File: src/inc/sfi_pkg.sv
`default_nettype none
package sfi_pkg;
	// ------------------------------------------------------------
	// Timing
	// ------------------------------------------------------------
	localparam int unsigned CLK_HZ        = 40_000_000;
	localparam int unsigned PERIOD_MS     = 3000;           // Indication period
	localparam int unsigned BLINK_MS      = 250;            // One on or off interval
	localparam int unsigned PERIOD_CYC    = CLK_HZ / 1000 * PERIOD_MS;
	localparam int unsigned BLINK_CYC     = CLK_HZ / 1000 * BLINK_MS;
	localparam int unsigned BAUD          = 38400;
	localparam int unsigned BIT_CYC       = CLK_HZ / BAUD;  // Longest time rounds down
	// ------------------------------------------------------------
	// Blink counts per fault
	// ------------------------------------------------------------
	localparam logic [2:0] BLINKS_OC      = 3'h1;
	localparam logic [2:0] BLINKS_OV      = 3'h2;
	localparam logic [2:0] BLINKS_PH      = 3'h4;
	// ------------------------------------------------------------
	// Serial status protocol
	// ------------------------------------------------------------
	localparam logic [7:0] CMD_STATUS     = 8'h3f;          // Fault status query byte
	localparam logic [7:0] ANS_BASE       = 8'h30;          // Answer is base or fault bits
	localparam logic [2:0] FAULT_RST      = 3'h0;
	typedef enum logic [1:0] {SFI_NONE, SFI_OC, SFI_OV, SFI_PH} sfi_fault_t;
endpackage : sfi_pkg
`default_nettype wire

File: src/logic/sfi_fault_ind.sv
`default_nettype none
module sfi_fault_ind #(
	parameter int unsigned PERIOD_CYC = sfi_pkg::PERIOD_CYC,
	parameter int unsigned BLINK_CYC  = sfi_pkg::BLINK_CYC,
	parameter int unsigned BIT_CYC    = sfi_pkg::BIT_CYC
) (
	input  wire logic mclk_i,
	input  wire logic sys_rst_i,
	input  wire logic ovolt_det_i,
	input  wire logic phase_err_i,
	input  wire logic ocur_det_i,
	input  wire logic rxd_i,
	output var  logic txd_o,
	output var  logic drive_en_o,
	output var  logic ready_o,
	output var  logic red_led_o,
	output var  logic green_led_o
);
	// ------------------------------------------------------------
	// State
	// ------------------------------------------------------------
	typedef struct packed {
		logic              oc;
		logic              ov;
		logic              ph;
		logic              up;
		logic [31:0]       pcnt;
		logic [31:0]       bcnt;
		logic [3:0]        slot;
		logic              red;
		logic              green;
		logic              drv;
		logic              rdy;
		logic              txd;
		logic [7:0]        tdat;
		logic              tstb;
	} sfi_st_t;
	sfi_st_t s_r, s_nxt;

	logic [7:0] rx_data;
	logic       rx_stb;
	logic       u_txd;
	logic       tx_busy;
	logic [2:0] blinks;
	logic       any_f;

	sfi_uart #(.BIT_CYC(BIT_CYC)) u_uart (
		.mclk_i    (mclk_i),
		.sys_rst_i (sys_rst_i),
		.rxd_i     (rxd_i),
		.rx_data_o (rx_data),
		.rx_stb_o  (rx_stb),
		.tx_data_i (s_r.tdat),
		.tx_stb_i  (s_r.tstb),
		.txd_o     (u_txd),
		.tx_busy_o (tx_busy)
	);

	// Displayed fault by priority
	always_comb
	begin
		if (s_r.oc)
			blinks = sfi_pkg::BLINKS_OC;
		else if (s_r.ov)
			blinks = sfi_pkg::BLINKS_OV;
		else if (s_r.ph)
			blinks = sfi_pkg::BLINKS_PH;
		else
			blinks = 3'h0;
	end
	assign any_f = s_r.oc | s_r.ov | s_r.ph;

	// ------------------------------------------------------------
	// Next state
	// ------------------------------------------------------------
	always_comb
	begin
		s_nxt = s_r;
		s_nxt.tstb = 1'b0;
		// Sticky latches; only reset, i.e. power cycling, clears them
		s_nxt.oc = s_r.oc | ocur_det_i;
		s_nxt.ov = s_r.ov | ovolt_det_i;
		s_nxt.ph = s_r.ph | phase_err_i;
		s_nxt.up = 1'b1;
		s_nxt.green = 1'b1;
		// Defaults are built in, so drive comes up without host
		s_nxt.drv = s_r.up & ~any_f;
		s_nxt.rdy = s_r.up & ~any_f;
		// Period and blink timers run freely from release
		if (s_r.pcnt == 32'(PERIOD_CYC - 1))
		begin
			s_nxt.pcnt = 32'h0;
			s_nxt.bcnt = 32'h0;
			s_nxt.slot = 4'h0;
		end
		else
		begin
			s_nxt.pcnt = s_r.pcnt + 32'h1;
			if (s_r.bcnt == 32'(BLINK_CYC - 1))
			begin
				s_nxt.bcnt = 32'h0;
				if (s_r.slot != 4'hf)
					s_nxt.slot = s_r.slot + 4'h1;
			end
			else
				s_nxt.bcnt = s_r.bcnt + 32'h1;
		end
		// Even slots on, odd off, until blink count used up
		s_nxt.red = any_f & ~s_nxt.slot[0]
			& (s_nxt.slot[3:1] < blinks);
		// Status query answer; a query while busy is dropped
		if (rx_stb && rx_data == sfi_pkg::CMD_STATUS && !tx_busy)
		begin
			s_nxt.tdat = sfi_pkg::ANS_BASE | {5'h0, s_r.ph, s_r.ov, s_r.oc};
			s_nxt.tstb = 1'b1;
		end
		s_nxt.txd = u_txd;
	end

	always_ff @(posedge mclk_i or posedge sys_rst_i)
	begin
		if (sys_rst_i)
		begin
			s_r <= '0;
			s_r.txd <= 1'b1;
		end
		else
			s_r <= s_nxt;
	end

	assign txd_o = s_r.txd;
	assign drive_en_o = s_r.drv;
	assign ready_o = s_r.rdy;
	assign red_led_o = s_r.red;
	assign green_led_o = s_r.green;
endmodule : sfi_fault_ind
`default_nettype wire

File: src/logic/sfi_uart.sv
`default_nettype none
// Minimal 8N1 serial port; rx sampled mid-bit, tx one byte at a time
module sfi_uart #(
	parameter int unsigned BIT_CYC = sfi_pkg::BIT_CYC
) (
	input  wire logic       mclk_i,
	input  wire logic       sys_rst_i,
	input  wire logic       rxd_i,
	output var  logic [7:0] rx_data_o,
	output var  logic       rx_stb_o,
	input  wire logic [7:0] tx_data_i,
	input  wire logic       tx_stb_i,
	output var  logic       txd_o,
	output var  logic       tx_busy_o
);
	typedef struct packed {
		logic [15:0] rcnt;
		logic [3:0]  rbit;
		logic [8:0]  rsh;
		logic        ract;
		logic [7:0]  rdat;
		logic        rstb;
		logic [15:0] tcnt;
		logic [3:0]  tbit;
		logic [9:0]  tsh;
		logic        tact;
	} sfi_uart_st_t;
	sfi_uart_st_t s_r, s_nxt;
	localparam logic [15:0] BC = 16'(BIT_CYC - 1);
	localparam logic [15:0] HC = 16'(BIT_CYC / 2);

	// ------------------------------------------------------------
	// Receiver and transmitter
	// ------------------------------------------------------------
	always_comb
	begin
		s_nxt = s_r;
		s_nxt.rstb = 1'b0;
		if (!s_r.ract)
		begin
			if (!rxd_i)
			begin
				s_nxt.ract = 1'b1;
				s_nxt.rcnt = HC;   // First sample lands mid start bit
				s_nxt.rbit = 4'h0;
			end
		end
		else if (s_r.rcnt != 16'h0)
			s_nxt.rcnt = s_r.rcnt - 16'h1;
		else
		begin
			s_nxt.rcnt = BC;
			s_nxt.rsh = {rxd_i, s_r.rsh[8:1]};
			s_nxt.rbit = s_r.rbit + 4'h1;
			if (s_r.rbit == 4'h0 && rxd_i)
				s_nxt.ract = 1'b0;   // False start, glitch
			else if (s_r.rbit == 4'h9)
			begin
				s_nxt.ract = 1'b0;
				s_nxt.rdat = s_r.rsh[8:1];
				s_nxt.rstb = rxd_i;  // Only framed bytes count
			end
		end
		if (!s_r.tact)
		begin
			if (tx_stb_i)
			begin
				s_nxt.tact = 1'b1;
				s_nxt.tsh = {1'b1, tx_data_i, 1'b0};
				s_nxt.tcnt = BC;
				s_nxt.tbit = 4'h0;
			end
		end
		else if (s_r.tcnt != 16'h0)
			s_nxt.tcnt = s_r.tcnt - 16'h1;
		else
		begin
			s_nxt.tcnt = BC;
			s_nxt.tsh = {1'b1, s_r.tsh[9:1]};
			s_nxt.tbit = s_r.tbit + 4'h1;
			if (s_r.tbit == 4'h9)
				s_nxt.tact = 1'b0;
		end
	end

	always_ff @(posedge mclk_i or posedge sys_rst_i)
	begin
		if (sys_rst_i)
		begin
			s_r <= '0;
			s_r.tsh <= 10'h3ff;
		end
		else
			s_r <= s_nxt;
	end

	assign rx_data_o = s_r.rdat;
	assign rx_stb_o = s_r.rstb;
	assign txd_o = s_r.tact ? s_r.tsh[0] : 1'b1;
	assign tx_busy_o = s_r.tact;
endmodule : sfi_uart
`default_nettype wire

File: config.mk
export PLATFORM = sky130hd
export DESIGN_NAME = sfi_fault_ind
export DESIGN_NICKNAME = d
export VERILOG_FILES = /design/src/inc/sfi_pkg.sv /design/src/logic/sfi_fault_ind.sv /design/src/logic/sfi_uart.sv
export SDC_FILE = /design/constraint.sdc
export NUM_CORES = 1
export LEC_CHECK = 0
export ABC_AREA = 1
export BUFFER_PORTS_ARGS = -buffer_cell sky130_fd_sc_hd__buf_2
export CAP_MARGIN = 20
export CORE_ASPECT_RATIO = 0.75
export CORE_UTILIZATION = 38
export DETAILED_ROUTE_END_ITERATION = 10
export SYNTH_ARGS = -nofsm -noshare
export SYNTH_HDL_FRONTEND = slang
export SYNTH_HIERARCHICAL = 1
export SYNTH_SLANG_ARGS = --single-unit
File: constraint.sdc
create_clock -name mclk_i -period 1.95 [get_ports mclk_i]
set_input_delay 0.0975 -clock mclk_i [delete_from_list [all_inputs] [get_ports mclk_i]]
set_output_delay 0.0975 -clock mclk_i [all_outputs]
set_load 0.02 [all_outputs]
==> results of run 1 <==
## cell type report
class	count	area, sq um	share of cell area, %
tap	288	360	3.49
clock buffer	20	447	4.33
multi-input combinational	792	4140	40.1
clock inverter	12	204	1.98
inverter	127	484	4.69
sequential	149	3740	36.3
timing repair buffer	122	938	9.10
## cells in the mapped netlist, drive strengths merged (3+ instances only)
| library cell | n |
|---|---|
| a21oi | 8 |
| nand2 | 306 |
| nor2 | 190 |
| dfstp | 11 |
| nand3 | 73 |
| dfrtp | 138 |
| nand4 | 34 |
| xnor2 | 16 |
| inv | 125 |
| nand3b | 4 |
| buf | 20 |
| nor4 | 5 |
| ha | 12 |
| nor3 | 37 |
| o21ai | 38 |
| or2 | 6 |
| xor2 | 45 |
| o22ai | 3 |
## worst paths after layout
check	start	cells past startpoint	slack (ns)	to
max	s_r[19]	13	0.04	red_led_o
min	rxd_i	3	0.04	u_uart/rx_stb_o
max reg2reg	s_r[19]	13	0.04	red_led_o
min reg2reg	u_uart/rx_data_o[0]	2	0.47	u_uart/rx_data_o[0]
max in group asynchronous	sys_rst_i	4	1.09	s_r[51]
min in group asynchronous	sys_rst_i	3	0.30	s_r[5]
## flip-flops by register name (all words and copies together), names as in the netlist
name              cells
u_uart/tx_busy_o      1
red_led_o             1
green_led_o           1
u_uart/rx_data_o      8
txd_o                 1
u_uart/rx_stb_o       1
s_r                  76
u_uart/s_r           59
ready_o               1
## tightest hold or removal path: stages
cell and delay (ns):
buf_2 0.09, inv_1 0.11, nor2_1 0.12
## power by group
group | leakage, nW | internal, W | total, W | switching [W]
sequential | 1.94 | 0.00324 | 0.00342 | 0.000180
clock | 0.306 | 0.00231 | 0.00362 | 0.00131
combinational | 2.81 | 0.000219 | 0.000587 | 0.000368
## metrics by stage
step | area, sq um | utilization, % | hold slack, ns | setup TNS, ns
after floorplan | 8370 | - | 0.207 | -0.0492
after global placement | 9310 | 43.6 | 0.201 | -0.0176
after detailed placement | 9310 | 43.6 | 0.201 | -0.135
after CTS | 10100 | 47.2 | 0.0273 | -0.0693
after global routing | 10300 | 48.3 | 0.0716 | -0.0545
final | 10300 | 48.3 | 0.0447 | 0
## layer usage
layer  GRT usage (%)  vias to the layer above  share of wire [%]
met5               0                        -                  0
met4            3.80                        0               0.44
met3            4.81                        9                5.8
met2            26.1                      174                 39
met1            28.9                     3424                 55
li1                -                     3668                  -
## timing repair
| item | 4_1_cts | 5_1_grt |
|---|---|---|
| endpoints found under the setup margin | 1 | 3 |
| hold buffers | 4 | 0 |
| gates cloned | 0 | 0 |
| pin swaps | 9 | 18 |
| resized for setup | 9 | 40 |
| setup buffers | 6 | 16 |
| hold endpoints to repair | 87 | 0 |
## kinds of logic after synthesis
| group | after synthesis |
|---|---|
| AOI/OAI and AO/OA | 54 |
| buffers and inverters | 149 |
| adders and majority gates | 12 |
| muxes | 1 |
| xor gates and xnor gates | 61 |
| other | 2 |
| DFF | 149 |
| and+or+nand+nor | 660 |
==> results.sh, run 1 <==
export IMPL_status="complete, no violations"
export IMPL_instances_no_fill=1510
export IMPL_portBuffers=10
export IMPL_numCtsBuffers=17
export IMPL_synth_xor_area_share_pct=6.40
export IMPL_ys_flop_type="dfrtp_1"
export IMPL_cp_end_kind="flop"
export IMPL_root_buffer="clkbuf_16"
export IMPL_dp_cells=1452
export IMPL_rows=46
export IMPL_min_period_over_period_pct=98.1
export IMPL_synth_area_per_cell_sq_um=7.67
export IMPL_maxSlewHeadroom_pct=62.5
export IMPL_gr_total_overflow=0
export IMPL_start_util_pct=39.1
export IMPL_area_growth_pct=23.6
export IMPL_die_w_um=173
export IMPL_grt_max_degree=40
export IMPL_nNetsFinal=1227
export IMPL_num_antenna_cells=0
export IMPL_drt_first_pass_iters=5
export IMPL_clock_path_buffers=2
export IMPL_final_common_cell="nand2_1"
export IMPL_slew_violations=0
export IMPL_vdd_drop_max_mv=0.579
export IMPL_cts_sinks=149
export IMPL_rsz0062_at_grt="true"
export IMPL_vias=7275
export IMPL_wl_per_cell_um=13.1
export IMPL_die_area_sq_mm=0.0226
export IMPL_skew_ns=0.00765
export IMPL_cp_slowest_cell="dfrtp_1"
export IMPL_netlist_area_leader_share_pct=41.4
export IMPL_synth_adder_area_share_pct=1.80
export IMPL_synth_cells=1088
export IMPL_path_cells="ha_4, nand3_4, inv_2, nand2_2, nor2_4, nand2_2, buf_4, nor2_4, nor3_4, ha_2, a211oi_2, nand2_1, a21oi_2"
export IMPL_synth_compound_area_share_pct=3.49
export IMPL_post_drt_via_cell_ratio=4.82
export IMPL_hold_class="input port to flop"
export IMPL_drtAntennaViolNets=0
export IMPL_path_clk_slew_ns=0.06
export IMPL_max_freq_mhz=523
export IMPL_fin_ws_ns=0.0380
export IMPL_total_leakage_power_nw=5.06
export IMPL_mostFrequentLayoutCells="283 x nand2_1, 159 x nor2_1, 138 x dfrtp_1"
export IMPL_synth_edf_count=0
export IMPL_yosys_area_share_simple_pct=35.7
export IMPL_synth_area_leaders="dfrtp_1 41%, nand2_1 13%, nor2_1 7.8%"
export IMPL_powerDensity_mw_per_mm2=739
export IMPL_ys_seq_elements=149
export IMPL_critical_path_class="flop to flop"
export IMPL_netlist_cell_type_count=44
export IMPL_drtIter0Drc=660
export IMPL_crit_path_start_kind="flop"
export IMPL_maxCapViolCount=0
export IMPL_synth_top_family_by_area="simple AND/OR/NAND/NOR gates"
export IMPL_syn_area_sq_mm=0.00834
export IMPL_arrival_ns=2.26
export IMPL_synthMuxAreaShare_pct=0.120
export IMPL_fillCellCount=2067
export IMPL_power_w=0.00762
export IMPL_fin_crit_ns=1.91
export IMPL_synth_area_leader_cell="dfrtp_1"
export IMPL_worst_slew_pin_slew_ns=0.561
export IMPL_preCtsSetupSlack_ns=-0.135
export IMPL_synth_warnings=6
export IMPL_finalSetupViolCount=0
export IMPL_cp_data_required_time_ns=2.30
export IMPL_slowest_delay_ns=0.40
export IMPL_async_reset_ff_share_pct=100
export IMPL_globalplace_congestion=0.911
export IMPL_clk_latency_ns=0.42
export IMPL_timing_final_hold_violations=0
export IMPL_grt_pass1_vias=6670
export IMPL_detailed_place_hpwl_um=14700
export IMPL_grt_pass1_wl_um=33700
export IMPL_yosysSeqAreaShare_pct=44.9
export IMPL_htree_levels=4
export IMPL_die_y_um=130
export IMPL_antenna_found_initial=0
export IMPL_route_detailed_drc=0
export IMPL_track_usage_pct=18.8
export IMPL_core_area_sq_mm=0.0214
export IMPL_final_layout_size_suffix_gt1_share_pct=20.9
export IMPL_worst_path_dominant_cell_family="simple AND/OR/NAND/NOR gates"
export IMPL_wl_um=19800
export IMPL_path_buf_inv=2
export IMPL_critical_path_max_fanout=2
export IMPL_cts_tree="built"
export IMPL_ios=11
Note: power is estimated with default switching activity, not from simulation.
==> inputs of run 2 (changes only) <==
- ABC_AREA: 1 -> not set
==> run 2 against run 1 <==
  * The run now ends with negative setup slack left
  * Global-route usage is 0.43 points lower
  * Flip-flop and latch count stayed put
  * Maximum frequency is 18% lower
  * Die area is 12% lower
  * Combinational power is 21% higher
  * Clock skew is 0.0089 ns higher
  * Via count is 19% lower
  * Design area is 2.2% lower
  * Synthesized cell count is 35% lower
  * Non-clock buffer count is 61 higher
  * Highest routed layer unchanged
==> results.sh, run 2 <==
export IMPL_status="finished, violations left"
export IMPL_violations="negative setup slack"
export IMPL_critical_path_max_fanout=2
export IMPL_vdd_drop_max_mv=0.426
export IMPL_mostFrequentLayoutCells="147 x buf_4, 138 x dfrtp_1, 81 x nor2_1"
export IMPL_fin_ws_ns=-0.395
export IMPL_postPlaceCellArea_sq_mm=0.00878
export IMPL_clkPwrFrac_pct=47.5
export IMPL_crit_path_start_kind="flop"
export IMPL_wl_um=17600
export IMPL_p_int_w=0.00586
export IMPL_portBuffers=10
export IMPL_globalplace_congestion=0.829
export IMPL_yosysSeqAreaShare_pct=50.9
export IMPL_slew_violations=0
export IMPL_fin_crit_ns=2.35
export IMPL_synth_area_per_cell_sq_um=10.5
export IMPL_cts_tree="built"
export IMPL_power_switching_w=0.00183
export IMPL_critical_path_class="flop to flop"
export IMPL_hold_class="input port to asynchronous set/reset pin"
export IMPL_arrival_ns=2.67
export IMPL_die_w_um=163
export IMPL_die_y_um=123
export IMPL_worst_slew_pin_slew_ns=0.598
export IMPL_synth_edf_count=0
export IMPL_detailed_place_hpwl_um=11600
export IMPL_max_freq_mhz=426
export IMPL_async_reset_ff_share_pct=100
export IMPL_numCtsBuffers=17
export IMPL_ys_seq_elements=149
export IMPL_drtAntennaViolNets=0
export IMPL_nNetsFinal=894
export IMPL_num_antenna_cells=0
export IMPL_seqPwrFrac_pct=43.3
export IMPL_dp_cells=1080
export IMPL_fillCellCount=1586
export IMPL_maxSlewHeadroom_pct=60.0
export IMPL_cp_end_kind="flop"
export IMPL_drtIter0Drc=371
export IMPL_track_usage_pct=18.3
export IMPL_rows=43
export IMPL_final_layout_size_suffix_gt1_share_pct=37.6
export IMPL_min_period_over_period_pct=120
export IMPL_slowest_delay_ns=0.39
export IMPL_die_area_sq_mm=0.0199
export IMPL_netlist_area_leader_share_pct=46.9
export IMPL_start_util_pct=39.3
export IMPL_rsz0062_at_grt="true"
export IMPL_cp_slowest_cell="dfrtp_1"
export IMPL_clock_path_buffers=2
export IMPL_clk_latency_ns=0.43
export IMPL_post_drt_via_cell_ratio=5.19
export IMPL_maxCapViolCount=0
export IMPL_yosysMostFrequentCell="dfrtp_1"
export IMPL_grt_max_degree=50
export IMPL_synth_warnings=6
export IMPL_fin_area_sq_mm=0.0101
export IMPL_antenna_found_initial=0
export IMPL_combPwrFrac_pct=9.2
export IMPL_largest_reg_flops=76
export IMPL_cp_data_required_time_ns=2.28
export IMPL_synth_area_leader_cell="dfrtp_1"
export IMPL_instances_no_fill=1136
export IMPL_grt_pass1_wl_um=28900
export IMPL_path_cells="nor4b_2, nand3_2, nor4_4, nor2_1, a311oi_2, ha_1, a211o_1, a221oi_2"
export IMPL_htree_levels=4
export IMPL_power_w=0.00769
export IMPL_total_leakage_power_nw=4.74
export IMPL_worst_path_dominant_cell_family="simple AND/OR/NAND/NOR gates"
export IMPL_gr_total_overflow=0
export IMPL_root_buffer="clkbuf_16"
export IMPL_wl_per_cell_um=15.4
export IMPL_synthTopCellsByCount="138 x dfrtp_1, 83 x nor2_1, 52 x nand2_1, 43 x xor2_1, 40 x nand3_1"
export IMPL_skew_ns=0.0166
export IMPL_drt_first_pass_iters=5
export IMPL_area_growth_pct=37.0
export IMPL_timing_final_hold_violations=0
export IMPL_synth_cells=703
export IMPL_powerDensity_mw_per_mm2=762
export IMPL_netlist_cell_type_count=75
export IMPL_cts_sinks=149
export IMPL_p_sw_share_pct=23.8
export IMPL_path_buf_inv=0
export IMPL_syn_area_sq_mm=0.00736
export IMPL_finalSetupViolCount=22
export IMPL_grt_pass1_vias=6007
export IMPL_vias=5896
export IMPL_final_common_cell="buf_4"
export IMPL_core_area_sq_mm=0.0187
export IMPL_route_detailed_drc=0
export IMPL_preCtsSetupSlack_ns=-0.504
export IMPL_top_register="s_r"
export IMPL_path_clk_slew_ns=0.06
export IMPL_ios=11
export IMPL_synth_area_leaders="dfrtp_1 47%, xor2_1 5.1%, nor2_1 4.2%"
export IMPL_ys_flop_type="dfrtp_1"
run 2: changes by cell type in the layout (fill, tap and decap cells not counted), sizes merged, moves of 9 or more:
cell,change
buf,+60
inv,-96
mux2,+19
nand2,-254
nand3,-30
nor2,-106
nor3,-14
nor4,+13
o21ai,-9
run 2: cells by family after synthesis:
group	after synthesis	synth area share, %
multiplexers	20	3.04
buffers and inverters	57	4.01
adder cells (fa/ha/maj)	12	2.04
XOR/XNOR	65	7.74
AO/OA/AOI/OAI	91	8.33
flip-flops	149	50.9
AND/OR/NAND/NOR	307	23.9
other	2	0.102
run 2: metrics by stage:
step	util [%]	hold slack, ns	TNS (ns)
detailed placement	46.9	0.117	-12.15
global route	53.9	0.258	-4.22
finish	53.9	0.221	-1.75
floorplan	-	0.207	-3.35
CTS	52.3	0.213	-1.34
global placement	46.9	0.114	-7.30
run 2: power by group through the flow:
stage	registers (W)	clock network [W]	logic, W
floorplan	0.00340	0	0.000332
global placement	0.00337	0	0.000659
detailed placement	0.00338	0	0.000693
CTS	0.00332	0.00372	0.000709
global route	0.00334	0.00384	0.000793
finish	0.00332	0.00365	0.000711
run 2: final timing paths:
path | start | slack, ns | depth (start not counted) | to
setup / recovery | s_r[26] | -0.40 | 8 | red_led_o
max in group asynchronous | sys_rst_i | 1.04 | 4 | s_r[66]
hold reg to reg | s_r[81] | 0.47 | 1 | s_r[81]
setup reg to reg | s_r[26] | -0.40 | 8 | red_led_o
min in group mclk_i | phase_err_i | 0.40 | 3 | s_r[83]
hold / removal | sys_rst_i | 0.22 | 3 | green_led_o
run 2: repair_timing:
action | 4_1_cts | 5_1_grt
pin swaps | 15 | 29
hold buffers | 5 | 0
gates resized for setup | 50 | 50
cloned | 2 | 0
buffers inserted | 6 | 11
setup endpoints to repair | 87 | 80
hold endpoints to repair | 62 | 0
run 2: worst reg2reg max path, cell delays in order, from the launching register on:
cell and delay [ns]:
dfrtp_1 0.39, nor4b_2 0.36, nand3_2 0.15, nor4_4 0.27, nor2_1 0.09, a311oi_2 0.24
ha_1 0.30, a211o_1 0.27, a221oi_2 0.17
run 2: per-layer routing:
layer	global-route usage [%]	part of all wire [%]	up-vias
met3	3.51	3.4	13
li1	-	-	2834
met1	25.1	48	2936
met4	5.96	1.1	0
met2	29.3	48	113
met5	0	0	-
run 2: area by class of cell:
| class | instances | area [sq um] | share of cell area [%] |
|---|---|---|---|
| inverter | 26 | 101 | 1.00 |
| clock buffer | 18 | 429 | 4.26 |
| clock inverter | 14 | 223 | 2.21 |
| tap | 247 | 309 | 3.06 |
| sequential | 149 | 3740 | 37.1 |
| multi-input combinational | 499 | 3770 | 37.4 |
| timing repair buffer | 183 | 1510 | 15.0 |
